$ cat src/core/irq_pair_pkg.sv
// Shared constants and carrier types for the cascaded interrupt pair
package irq_pair_pkg;
    localparam int LINE_COUNT = 16;
    localparam int UNIT_WIDTH = 8;
    localparam int SYNC_WIDTH = 18;
    localparam logic [2:0] CASCADE_INPUT = 3'h2;
    localparam logic [2:0] LEGACY_SLAVE_INPUT = 3'h1;
    localparam logic [7:0] MASTER_BASE = 8'h08;
    localparam logic [7:0] SLAVE_BASE = 8'h70;
    localparam logic [7:0] LEGACY_VECTOR = 8'h0A;
    localparam logic [7:0] NMI_VECTOR = 8'h02;
    localparam logic [15:0] MASK_RESET = 16'hFFFF;
    // Fixed on-board sources: lines 0, 1, 8, 13 and 14 cannot be disabled
    localparam logic [15:0] FIXED_ENABLE = 16'h6103;
    localparam logic [15:0] CASCADE_CLEAR = 16'hFFFB;
    localparam int NMI_BIT = 16;
    localparam int SMI_BIT = 17;

    // On-board request sources, one field per request line, line 15 first
    typedef struct packed {
        logic disk1;
        logic disk0;
        logic coproc;
        logic mouse;
        logic slot11;
        logic fieldbus;
        logic video;
        logic rtc;
        logic parallel;
        logic floppy;
        logic sound;
        logic serial1;
        logic serial2;
        logic spare2;
        logic keyboardFull;
        logic timer0;
    } sourceReq_t;

    // Configuration write from the firmware side
    typedef struct packed {
        logic wr;
        logic remap9;
        logic [15:0] mask;
    } cfgWrite_t;

    // Answer to an acknowledge cycle
    typedef struct packed {
        logic valid;
        logic cascade;
        logic [7:0] vector;
    } ackResp_t;
endpackage

$ cat src/core/cascaded_irq_pair.sv
// Cascaded pair of interrupt controllers with NMI and SMI paths
`timescale 1ns/1ns
module cascaded_irq_pair (
    input wire logic sys_clk,
    input wire logic sys_rst,
    input wire irq_pair_pkg::sourceReq_t onboardReq,
    input wire logic [15:0] sourceEnable,
    input wire logic [15:0] expansionReq,
    input wire logic legacyBusIrq2,
    input wire logic channelCheck,
    input wire logic smiRequest,
    input wire irq_pair_pkg::cfgWrite_t cfgWrite,
    input wire logic ackReq,
    output logic intReq,
    output irq_pair_pkg::ackResp_t ackResp,
    output logic nmiOut,
    output logic [7:0] nmiVector,
    output logic smiOut
);
    logic [irq_pair_pkg::SYNC_WIDTH-1:0] rawIn;
    logic [irq_pair_pkg::SYNC_WIDTH-1:0] syncA;
    logic [irq_pair_pkg::SYNC_WIDTH-1:0] syncB;
    logic [irq_pair_pkg::SYNC_WIDTH-1:0] syncC;
    logic [irq_pair_pkg::SYNC_WIDTH-1:0] filtered;
    logic [irq_pair_pkg::SYNC_WIDTH-1:0] next_filtered;
    logic [15:0] legacyLine;
    logic [15:0] effEnable;
    logic [15:0] onboardGated;
    logic [15:0] lineLevel;
    logic [15:0] mask;
    logic remap9;
    logic [7:0] masterReq;
    logic slaveActive;
    logic [2:0] slaveIndex;
    logic [7:0] slaveVecRaw;
    logic [7:0] slaveVec;
    logic masterActive;
    logic [2:0] masterIndex;
    logic [7:0] masterVec;
    logic cascadeAck;
    logic legacyHit;
    logic [7:0] next_vector;

    // Fixed sources stay enabled whatever the configuration says
    assign effEnable = sourceEnable | irq_pair_pkg::FIXED_ENABLE;
    // Disabled on-board sources let go so add-in cards may use the line
    assign onboardGated = onboardReq & effEnable;
    // Add-in requests share the line by OR; they must pick vacant lines
    // Legacy bus line 2 lands in the secondary slot of line 9
    assign legacyLine = 16'(legacyBusIrq2) <<
        (irq_pair_pkg::UNIT_WIDTH + int'(irq_pair_pkg::LEGACY_SLAVE_INPUT));
    // Bit 2 is the cascade slot, so nothing outside may drive it
    assign rawIn[15:0] = (onboardGated | expansionReq |
        legacyLine) &
        irq_pair_pkg::CASCADE_CLEAR;
    assign rawIn[irq_pair_pkg::NMI_BIT] = channelCheck;
    assign rawIn[irq_pair_pkg::SMI_BIT] = smiRequest;

    // A bit changes only when the second and third stage agree
    assign next_filtered = (~(syncB ^ syncC) & syncC) |
        ((syncB ^ syncC) & filtered);

    // Three-stage capture of pins from outside the clock domain
    always_ff @(posedge sys_clk or posedge sys_rst) begin
        if (sys_rst) begin
            syncA <= '0;
            syncB <= '0;
            syncC <= '0;
            filtered <= '0;
        end else begin
            syncA <= rawIn;
            syncB <= syncA;
            syncC <= syncB;
            filtered <= next_filtered;
        end
    end

    assign lineLevel = filtered[15:0];

    // Masks come up all set; each firmware write loads all sixteen at once
    always_ff @(posedge sys_clk or posedge sys_rst) begin
        if (sys_rst) begin
            mask <= irq_pair_pkg::MASK_RESET;
            remap9 <= 1'b0;
        end else if (cfgWrite.wr) begin
            mask <= cfgWrite.mask;
            remap9 <= cfgWrite.remap9;
        end
    end

    // Secondary unit: lines 8 to 15
    pic_unit slaveUnit (
        .sys_clk(sys_clk),
        .sys_rst(sys_rst),
        .req(lineLevel[15:8]),
        .mask(mask[15:8]),
        .base(irq_pair_pkg::SLAVE_BASE),
        .active(slaveActive),
        .index(slaveIndex),
        .vector(slaveVecRaw)
    );

    // Secondary output takes the cascade slot of the primary
    assign masterReq = {lineLevel[7:3], slaveActive, lineLevel[1:0]};

    // Primary unit: lines 0 to 7
    pic_unit masterUnit (
        .sys_clk(sys_clk),
        .sys_rst(sys_rst),
        .req(masterReq),
        .mask(mask[7:0]),
        .base(irq_pair_pkg::MASTER_BASE),
        .active(masterActive),
        .index(masterIndex),
        .vector(masterVec)
    );

    // Acknowledge steering between the two units
    assign cascadeAck = masterActive &&
        (masterIndex == irq_pair_pkg::CASCADE_INPUT);
    assign legacyHit = remap9 &&
        (slaveIndex == irq_pair_pkg::LEGACY_SLAVE_INPUT);
    assign slaveVec = legacyHit ? irq_pair_pkg::LEGACY_VECTOR
        : slaveVecRaw;
    assign next_vector = cascadeAck ? slaveVec : masterVec;

    // Level outputs follow the filtered state one cycle later
    always_ff @(posedge sys_clk or posedge sys_rst) begin
        if (sys_rst) begin
            intReq <= 1'b0;
            nmiOut <= 1'b0;
            smiOut <= 1'b0;
            nmiVector <= irq_pair_pkg::NMI_VECTOR;
        end else begin
            intReq <= masterActive;
            nmiOut <= filtered[irq_pair_pkg::NMI_BIT];
            smiOut <= filtered[irq_pair_pkg::SMI_BIT];
            nmiVector <= irq_pair_pkg::NMI_VECTOR;
        end
    end

    // Vector answer one cycle after the acknowledge pulse
    always_ff @(posedge sys_clk or posedge sys_rst) begin
        if (sys_rst) begin
            ackResp <= '0;
        end else begin
            ackResp.valid <= ackReq;
            ackResp.cascade <= ackReq && cascadeAck;
            ackResp.vector <= ackReq ? next_vector : 8'h00;
        end
    end

    cascade_path_a:
    assert property (@(posedge sys_clk) disable iff (sys_rst)
        slaveActive && !mask[2] |=> intReq)
    else $error("secondary request did not reach the processor");

    masked_quiet_a:
    assert property (@(posedge sys_clk) disable iff (sys_rst)
        (mask == irq_pair_pkg::MASK_RESET) |=> !intReq)
    else $error("request raised while all lines masked");

    master_vector_a:
    assert property (@(posedge sys_clk) disable iff (sys_rst)
        ackReq && masterActive && !cascadeAck |=>
            ackResp.valid && !ackResp.cascade &&
            ackResp.vector == (8'h08 + 8'($past(masterIndex))))
    else $error("primary vector wrong");

    slave_vector_a:
    assert property (@(posedge sys_clk) disable iff (sys_rst)
        ackReq && cascadeAck && !legacyHit |=>
            ackResp.vector == (8'h70 + 8'($past(slaveIndex))))
    else $error("secondary vector wrong");

    legacy_vector_a:
    assert property (@(posedge sys_clk) disable iff (sys_rst)
        ackReq && cascadeAck && legacyHit |=> ackResp.vector == 8'h0A)
    else $error("legacy line 9 not served at 0Ah");

    cascade_flag_a:
    assert property (@(posedge sys_clk) disable iff (sys_rst)
        ackReq |=> ackResp.cascade == $past(cascadeAck))
    else $error("cascade flag does not match primary choice");

    nmi_path_a:
    assert property (@(posedge sys_clk) disable iff (sys_rst)
        channelCheck [*6] |=> nmiOut && nmiVector == 8'h02)
    else $error("channel check did not raise NMI");

    smi_path_a:
    assert property (@(posedge sys_clk) disable iff (sys_rst)
        smiRequest [*6] |=> smiOut)
    else $error("SMI suppressed");

    release_line_a:
    assert property (@(posedge sys_clk) disable iff (sys_rst)
        (!sourceEnable[6] && !expansionReq[6]) [*6] |=> !lineLevel[6])
    else $error("disabled source still holds its line");

    // Fixed sources get through the filter whatever the enables say
    fixed_timer_a:
    assert property (@(posedge sys_clk) disable iff (sys_rst)
        onboardReq.timer0 [*6] |=> lineLevel[0])
    else $error("timer line did not reach input zero");

    legacy_entry_a:
    assert property (@(posedge sys_clk) disable iff (sys_rst)
        legacyBusIrq2 [*6] |=> lineLevel[9])
    else $error("legacy line 2 did not reach input nine");

    // Secondary requests outrank primary inputs three to seven
    cascade_slot_a:
    assert property (@(posedge sys_clk) disable iff (sys_rst)
        slaveActive && !mask[2] &&
            ((lineLevel[1:0] & ~mask[1:0]) == 2'h0) |-> cascadeAck)
    else $error("primary input beat the cascade slot");

    ack_idle_a:
    assert property (@(posedge sys_clk) disable iff (sys_rst)
        !ackReq |=> !ackResp.valid && !ackResp.cascade &&
            ackResp.vector == 8'h00)
    else $error("answer shown without an acknowledge");
endmodule

$ cat src/core/pic_unit.sv
// One eight-input fixed-priority controller slice
`timescale 1ns/1ns
module pic_unit (
    input wire logic sys_clk,
    input wire logic sys_rst,
    input wire logic [7:0] req,
    input wire logic [7:0] mask,
    input wire logic [7:0] base,
    output logic active,
    output logic [2:0] index,
    output logic [7:0] vector
);
    // Lowest numbered set bit wins; no bit set gives 7 (spurious slot)
    function automatic logic [2:0] firstSet(input logic [7:0] bits);
        logic [2:0] pick;
        pick = 3'h7;
        for (int i = 7; i >= 0; i--) begin
            if (bits[i]) begin
                pick = 3'(i);
            end
        end
        return pick;
    endfunction

    logic [7:0] pending;

    // Masked lines take no part in arbitration
    assign pending = req & ~mask;
    assign active = |pending;
    assign index = firstSet(pending);
    // Bases are aligned to eight, so OR equals add
    assign vector = base | {5'h00, index};

    prio_order_a:
    assert property (@(posedge sys_clk) disable iff (sys_rst)
        active |-> pending[index] &&
            ((pending & ((8'h01 << index) - 8'h01)) == 8'h00))
    else $error("higher priority line pending but not chosen");

    mask_gate_a:
    assert property (@(posedge sys_clk) disable iff (sys_rst)
        (mask == 8'hFF) |-> !active)
    else $error("fully masked slice reports a request");
endmodule

$ cat config.mk
export PLATFORM = sky130hd
export DESIGN_NAME = cascaded_irq_pair
export DESIGN_NICKNAME = d
export VERILOG_FILES = /design/src/core/irq_pair_pkg.sv /design/src/core/cascaded_irq_pair.sv /design/src/core/pic_unit.sv
export SDC_FILE = /design/constraint.sdc
export NUM_CORES = 1
export LEC_CHECK = 0
export BUFFER_PORTS_ARGS = -buffer_cell sky130_fd_sc_hd__buf_2
export CELL_PAD_IN_SITES_DETAIL_PLACEMENT = 0
export CELL_PAD_IN_SITES_GLOBAL_PLACEMENT = 2
export CORE_ASPECT_RATIO = 1.4
export CORE_MARGIN = 2
export CORE_UTILIZATION = 35
export CTS_BUF_LIST = sky130_fd_sc_hd__clkbuf_8 sky130_fd_sc_hd__clkbuf_16
export DETAILED_ROUTE_END_ITERATION = 10
export PLACE_DENSITY = 0.81
export SLEW_MARGIN = 20
export SYNTH_ARGS = -nofsm -noshare
export SYNTH_HDL_FRONTEND = slang
export SYNTH_HIERARCHICAL = 1
export SYNTH_SLANG_ARGS = --single-unit
$ cat constraint.sdc
create_clock -name sys_clk -period 4.4 [get_ports sys_clk]
set_clock_uncertainty 0.1 [all_clocks]
set_input_delay 0.88 -clock sys_clk [delete_from_list [all_inputs] [get_ports sys_clk]]
set_output_delay 0.88 -clock sys_clk [all_outputs]
set_load 0.01 [all_outputs]
==> run summary, run 1 <==
The portion of the clock cycle consumed by the worst path in the final layout is 61.0%. The layer flagged by global routing as most heavily used is met2. Global routing consumed, on the met1 layer, 12.9% of the routing resources. By area, the combinational part of the netlist is dominated by simple AND/OR/NAND/NOR gates. The count of routing violations after the opening detailed-route iteration is 35.

The residual antenna-violating net count after detailed routing is 0. Of the post-synthesis cell area, the dominant cell type holds about 57%. Counting every sink on the clock net gives 98.

The number of global-route vias before repair is between 1,500 and 2,000. The setup path with the least slack is of type flip-flop to flip-flop. The category of the worst setup path capture point is a flip-flop. The part of the total power dissipated in sequential elements is around half. The fraction of power spent switching nets is 22.7%.

The length of the first detailed-routing pass in iterations came out at 3. The final count of negative-setup-slack endpoints came out at 0. The part of the total power dissipated in combinational logic is 9.2%. The clock passes through at most 2 buffers. After detailed routing, the average wire length per cell comes to ~11 µm. The xor and xnor area share after synthesis is 0%.

The initial core utilization came out at ~35%. The total count of max-transition violations in the final report came out at 0. The synthesized design spends more area on one cell type than any other, namely sky130_fd_sc_hd__dfrtp_1. The critical path launch point type is a flip-flop. The max-capacitance violation count came out at 0. The CTS clock-pin slew for the worst setup and hold paths is about 0.06 ns. The synthesized netlist devotes 4.69% of its cell area to adder and majority cells.

The data required time of the critical path came out at 4.57 ns. Headroom to the max-slew limit came out at about 45%. The number of failing hold endpoints at the final stage is 0. The library cells used most frequently in the layout, excluding fill and tap cells, are sky130_fd_sc_hd__dfrtp_1 (82), sky130_fd_sc_hd__buf_2 (76), sky130_fd_sc_hd__conb_1 (26). The worst IR drop on VDD is 0.197 mV. The first global-routing pass estimated between 9000 and 10,000 µm of wire. After clock tree synthesis, the repair step resized 0 gates. The synthesized design contains slightly below 100 register bits. The fraction of met2 tracks used by global routing came out at 16.5%. The flow ran to the end, and the final reports show no timing, DRC or antenna violations.

The cell depth of the worst hold path came out at 0. The final global-route overflow total came out at 0. The Yosys step of the flow raised 6 warnings. The number of cells on the worst reg-to-reg path is 9. The number of hold buffers added after cts is 0. The cell area after layout came out at approximately 4400 µm². The number of design rule violations left after detail routing came out at 0. Traced cell by cell, the critical path runs through inv_1, a2111oi_4, nand4b_1, nor2b_1, a2111oi_4, nand4b_1, and4bb_1, nand2_4, o221a_1.

The clock period minus worst slack is between 2 and 3 ns. In the synthesized netlist, the number of instances is 248. On the worst path, the slowest cell contributes a delay of 0.54 ns.

The filler cells instantiated in the layout total 978. The number of clock buffers added by TritonCTS is 9. The simple-gate portion of the synthesized area came out at 8.77%. The floorplan step set the die width to around 90 µm. At the pin with the least slew margin, the transition time is 0.819 ns. The switching power is approximately 0.46 mW. Setup repair after global routing left no endpoint under its margin.

The area growth from synthesis to layout is 22.5%. The total leakage power is slightly below 2 nW. In the global route stage, met3 resource usage came out at under 10%. The number of antenna violations at the first check in global routing came to 0.

Leaving out fill and tap cells, the most frequent cell in the layout is sky130_fd_sc_hd__dfrtp_1. The detailed placer's ending HPWL is 3830 µm. The kind of cell with the highest combined delay along the critical path is simple AND/OR/NAND/NOR gates. The unique cell type count in the Yosys netlist came out at 36. The floorplan has 44 rows.

The setup TNS is 0 ns. The overall die height is 124 µm. The critical path runs through a total of 9 cells.

The total die area is roughly 11,000 µm². The post-synth design cell area came out at 3620 µm². The placed standard-cell area is 4120 µm². The synthesized netlist devotes ~7.6% of its cell area to compound gates. Entering global routing, the biggest net connects 70 pins. The portion of the post-synthesis area used by sequential elements came out at just under 70%. The final-stage net count is 410. The number of buffer and inverter instances along the worst setup path came out at 1.

The level count of the clock H-tree is 3. The area used by multi-input combinational logic came out at 1050 µm². The path type of the worst min-delay path is flip-flop to flip-flop. In the routed layout, each cell is associated on average with a via count of 4.13. The register area is roughly 2500 µm². Among all stages on the critical path, the largest delay is contributed by sky130_fd_sc_hd__dfstp_2.

The clock insertion delay at the later pin of the skew report is 0.34 ns. Of the post-synthesis cell area, the part taken by muxes is between 5 and 6%. The CTS tree is yes. The internal power of the cells totals 1.57 mW. After synthesis, the cell types taking the most area are sky130_fd_sc_hd__dfrtp_1 (57%), sky130_fd_sc_hd__dfstp_2 (12%), sky130_fd_sc_hd__maj3_1 (4.7%), sky130_fd_sc_hd__buf_4 (3.9%), sky130_fd_sc_hd__mux2_2 (3.7%).

For the worst setup path, the data arrival time is between 2 and 3 ns. The clock network accounts for slightly above 40% of the total power. The number of antenna repair diodes came out at 0. The port buffer count is 76. The achievable frequency is 373 MHz. The total power density per cell area came out at 458 nW/µm². Post-CTS timing repair inserted 0 buffers for setup. In this run the worst path has a maximum fanout of 10. The number of vias after detailed routing is 1,987. In this run the clock root is driven by a sky130_fd_sc_hd__clkbuf_16. For this block, the routed nets add up to 5370 µm of wire. The average footprint of a synthesized cell came out at 14.6 µm².

The overall fraction of global-route tracks in use is 10.7%. Routability-driven placement finished with a final weighted congestion of 0.718. The total I/O pin count is 93.

The share of cells above drive strength 1 is just under 40%. The floorplan step defined a core boundary enclosing 10,200 µm².
final timing paths:
path,start,end,slack [ns]
max,mask[8],ackResp[1],1.72
min,syncA[10],syncB[10],0.25
max reg2reg,mask[8],ackResp[1],1.72
min reg2reg,syncA[10],syncB[10],0.25
max in group asynchronous,sys_rst,mask[10],2.66
min in group asynchronous,sys_rst,syncA[12],0.59
cell families (layout without fill, tap and decap cells):
logic type / Yosys count / in the layout
AOI/OAI and AO/OA: 34 / 34
muxes: 17 / 17
buffers and inverters: 29 / 100
adders and majority gates: 17 / 17
DFF: 98 / 98
other: 2 / 26
and+or+nand+nor: 51 / 51
power by group through the flow:
stage / sequential [mW] / combinational, mW / clock [mW]
after floorplan: 1.03 / 0.136 / 0
after global placement: 1.02 / 0.187 / 0
after detailed placement: 1.03 / 0.192 / 0
after CTS: 1.01 / 0.193 / 0.870
after global routing: 1.02 / 0.212 / 0.913
final: 1.01 / 0.187 / 0.839
through the flow:
step / total power, mW / hold slack (ns) / utilization, % / setup slack [ns] / cells
6_report: 2.04 / 0.248 / 43.4 / 1.72 / 481
5_1_grt: 2.14 / 0.258 / 43.4 / 1.52 / 481
4_1_cts: 2.07 / 0.250 / 43.4 / 1.66 / 481
3_5_place_dp: 1.22 / 0.235 / 40.2 / 1.68 / 465
3_3_place_gp: 1.21 / 0.233 / 40.2 / 1.73 / 465
2_1_floorplan: 1.16 / 0.231 / - / 0.884 / 272
metal layers:
layer | part of all wire, % | vias to the layer above
met2 | 48 | 59
met4 | 2.0 | 0
met5 | 0 | -
met3 | 5.9 | 8
li1 | - | 982
met1 | 44 | 938
layout make-up:
| class | count | share of cell area [%] |
|---|---|---|
| sequential | 98 | 55.7 |
| multi-input combinational | 145 | 23.7 |
| timing repair buffer | 77 | 8.73 |
| clock buffer | 9 | 5.07 |
| tap | 138 | 3.89 |
| clock inverter | 7 | 2.28 |
| inverter | 7 | 0.648 |
cell usage after synthesis (all sizes together):
library cell / number
dfrtp: 82
buf: 21
maj3: 17
mux2: 17
dfstp: 16
nand2: 13
nand2b: 12
a21o: 9
nor2b: 8
inv: 7
or2: 7
o21ai: 6
o22ai: 6
nor2: 4
a2111oi: 2
a211oi: 2
a21oi: 2
a22oi: 2
conb: 2
nand4b: 2
nor3: 2
o21bai: 2
o221a: 2
a211o: 1
and2: 1
and4bb: 1
clkbuf: 1
nand4bb: 1
Power figures use the tool's default switching activity.
==> run 2, diff against run 1 <==
clock period = 2.8 ns   (was 4.4 ns; I/O delays follow)
==> run summary, run 2 (synthesis gave the netlist of run 1 again) <==
The number of global-route vias before repair is 2,092 (+6.2%). The length of the first detailed-routing pass in iterations is 3 (unchanged). The register area came out at 2470 µm² (unchanged).

The total CTS buffers came to 9 (unchanged). The final worst slack is 0.274 ns (-1.44 ns). The row count is 44 (unchanged). The number of failing hold endpoints at the final stage is 0 (unchanged). The final global-route overflow total is 0 (unchanged).

The core region area is 10,200 µm² (unchanged). The clock insertion delay at the later pin of the skew report came out at 0.34 ns (about the same). The worst IR drop on VDD came out at 0.289 mV (+47%). The clock period minus worst slack came to 2.53 ns (-0.157 ns). The highest net fanout along the worst path came out at 10 (unchanged). The max-capacitance violation count is 0 (unchanged). The placed standard-cell area is 4130 µm² (+0.33%). The total I/O pin count is 93 (unchanged). The setup TNS is 0 ns (unchanged). The number of buffers on the longest clock path came out at 2 (unchanged).

The overall die height came out at 124 µm (unchanged). The count of filler cells inserted in the layout came out at 986 (+0.82%). The worst setup path is of the flip-flop to flip-flop kind. The met1 usage is 12.3% (-0.57 points). The final-stage net count is 410 (unchanged).

In this run the worst setup path begins at mask[8]. The number of vias after detailed routing came out at 2,003 (+0.81%). The total die area came out at 11,200 µm² (unchanged). The area used by multi-input combinational logic was 1060 µm² (+0.36%).

In the layout the commonest cells are sky130_fd_sc_hd__dfrtp_1 (82), sky130_fd_sc_hd__buf_2 (76), sky130_fd_sc_hd__conb_1 (26). The number of antenna repair diodes was 0 (unchanged). The most frequent standard cell in the layout excluding fill and tap cells is sky130_fd_sc_hd__dfrtp_1. The worst hold path begins at smiRequest.

The final routed wirelength across all metal layers came out at 5300 µm (-1.3%). The total power density per cell area was 700 nW/µm² (+53%). The data required time of the critical path is 2.97 ns (-1.60 ns). The first-pass GRT wire length is 9560 µm (+2.3%).

In this run the critical register-to-register path is launched from mask[8]. The initial core utilization came to 35.4% (unchanged). The worst-case register-to-register setup slack is 0.27 ns (-1.44 ns). The clock sink count was 98 (unchanged).

The flow ran to the end, and the final reports show no timing, DRC or antenna violations. The number of design rule violations left after detail routing is 0 (unchanged). The critical path data arrival time came to 2.70 ns (-0.15 ns). The total count of max-transition violations in the final report came out at 0 (unchanged). STA classifies the critical path startpoint as a flip-flop. The residual antenna-violating net count after detailed routing came out at 0 (unchanged). The number of setup buffers added after CTS came out at 0 (unchanged). The overall power consumption is 3.10 mW (+52%).

STA classifies the critical path endpoint as a flip-flop. The fraction of met2 tracks used by global routing is 17.6% (+1.1 points). The final weighted congestion in routability-driven placement is 0.719 (+0.11%). The portion of the clock cycle consumed by the worst path in the final layout came to 90.2% (+29 points). The count of routing violations after the opening detailed-route iteration came out at 77 (+120%). Setup repair after global routing left no endpoint under its margin. The pre-CTS setup slack is 0.117 ns (-1.56 ns).

The utilization after layout was 43.3% (-0.073 points). The overall fraction of global-route tracks in use came out at 10.7% (+0.061 points). The path type of the worst min-delay path is input pin to flip-flop. The average via count per standard cell is 4.16 (+0.81%). The average wire per cell in the routed design is 11.0 µm (-1.3%).

The die outline width is 90.0 µm (unchanged). The area growth from synthesis to layout is 22.3%. The CTS clock-pin slew for the worst setup and hold paths is 0.07 ns (about the same). The busiest layer in global routing is met2.

The cell at the root of the clock tree is sky130_fd_sc_hd__clkbuf_16. The share of cells above drive strength 1 came out at 39.4% (+0.29 points). The total leakage power is 1.96 nW (-0.86%). The level count of the clock H-tree is 3 (unchanged).

The detailed placer's ending HPWL came to 3670 µm (-4.0%). The largest net degree at the start of global routing is 99 (+41%). The met3 track demand over resource in global routing is 3.87% (+0.24 points).

The achievable frequency is 396 MHz (+6.2%). TritonCTS built the clock tree. The final count of negative-setup-slack endpoints is 0 (unchanged). The number of antenna violations at the first check in global routing is 0 (unchanged).

The cell area after layout is 4430 µm² (-0.17%). The port buffer count is 76 (unchanged).
-- run 2: layout make-up --
class / count / area share, %
sequential: 98 / 55.8
clock buffer: 9 / 5.08
inverter: 7 / 0.677
tap: 138 / 3.89
timing repair buffer: 77 / 9.03
multi-input combinational: 145 / 23.8
clock inverter: 7 / 1.72
-- run 2: power by group --
group / internal (mW) / switching (mW)
sequential: 1.54 / 0.0471
clock: 0.698 / 0.520
combinational: 0.147 / 0.153
-- run 2: worst max-delay path, stage by stage, from the launching register on --
cell	delay (ns)
sky130_fd_sc_hd__dfstp_2	0.53
sky130_fd_sc_hd__inv_1	0.06
sky130_fd_sc_hd__a2111oi_4	0.38
sky130_fd_sc_hd__nand4b_1	0.18
sky130_fd_sc_hd__nor2b_1	0.20
sky130_fd_sc_hd__a2111oi_4	0.23
sky130_fd_sc_hd__nand4b_1	0.17
sky130_fd_sc_hd__and4bb_4	0.29
sky130_fd_sc_hd__nand2_4	0.12
sky130_fd_sc_hd__o221a_1	0.20
-- run 2: stage by stage --
step,hold slack [ns],std cells
after detailed placement,0.235,465
after floorplan,0.231,272
after CTS,0.210,481
final,0.229,481
after global routing,0.215,481
after global placement,0.233,465
-- run 2: per-layer routing --
metal  vias up  wire length [µm]
met5         -                 0
met4         0               121
met3         8               381
met2        58              2630
met1       950              2160
li1        987                 -
-- run 2: timing repair --
| item | in CTS | in global routing |
|---|---|---|
| hold buffers | 0 | 0 |
| setup endpoints to repair | 0 | 2 |
| resized for setup | 0 | 2 |
| hold endpoints to repair | 0 | 0 |
-- run 2: final timing paths --
| kind | to | cells past startpoint |
|---|---|---|
| worst max-delay path | ackResp[1] | 9 |
| worst min register to register | syncB[10] | 0 |
| worst max register to register | ackResp[1] | 9 |
| worst min-delay path | syncA[17] | 1 |
| min in group asynchronous | syncA[4] | 3 |
| max in group asynchronous | mask[8] | 3 |
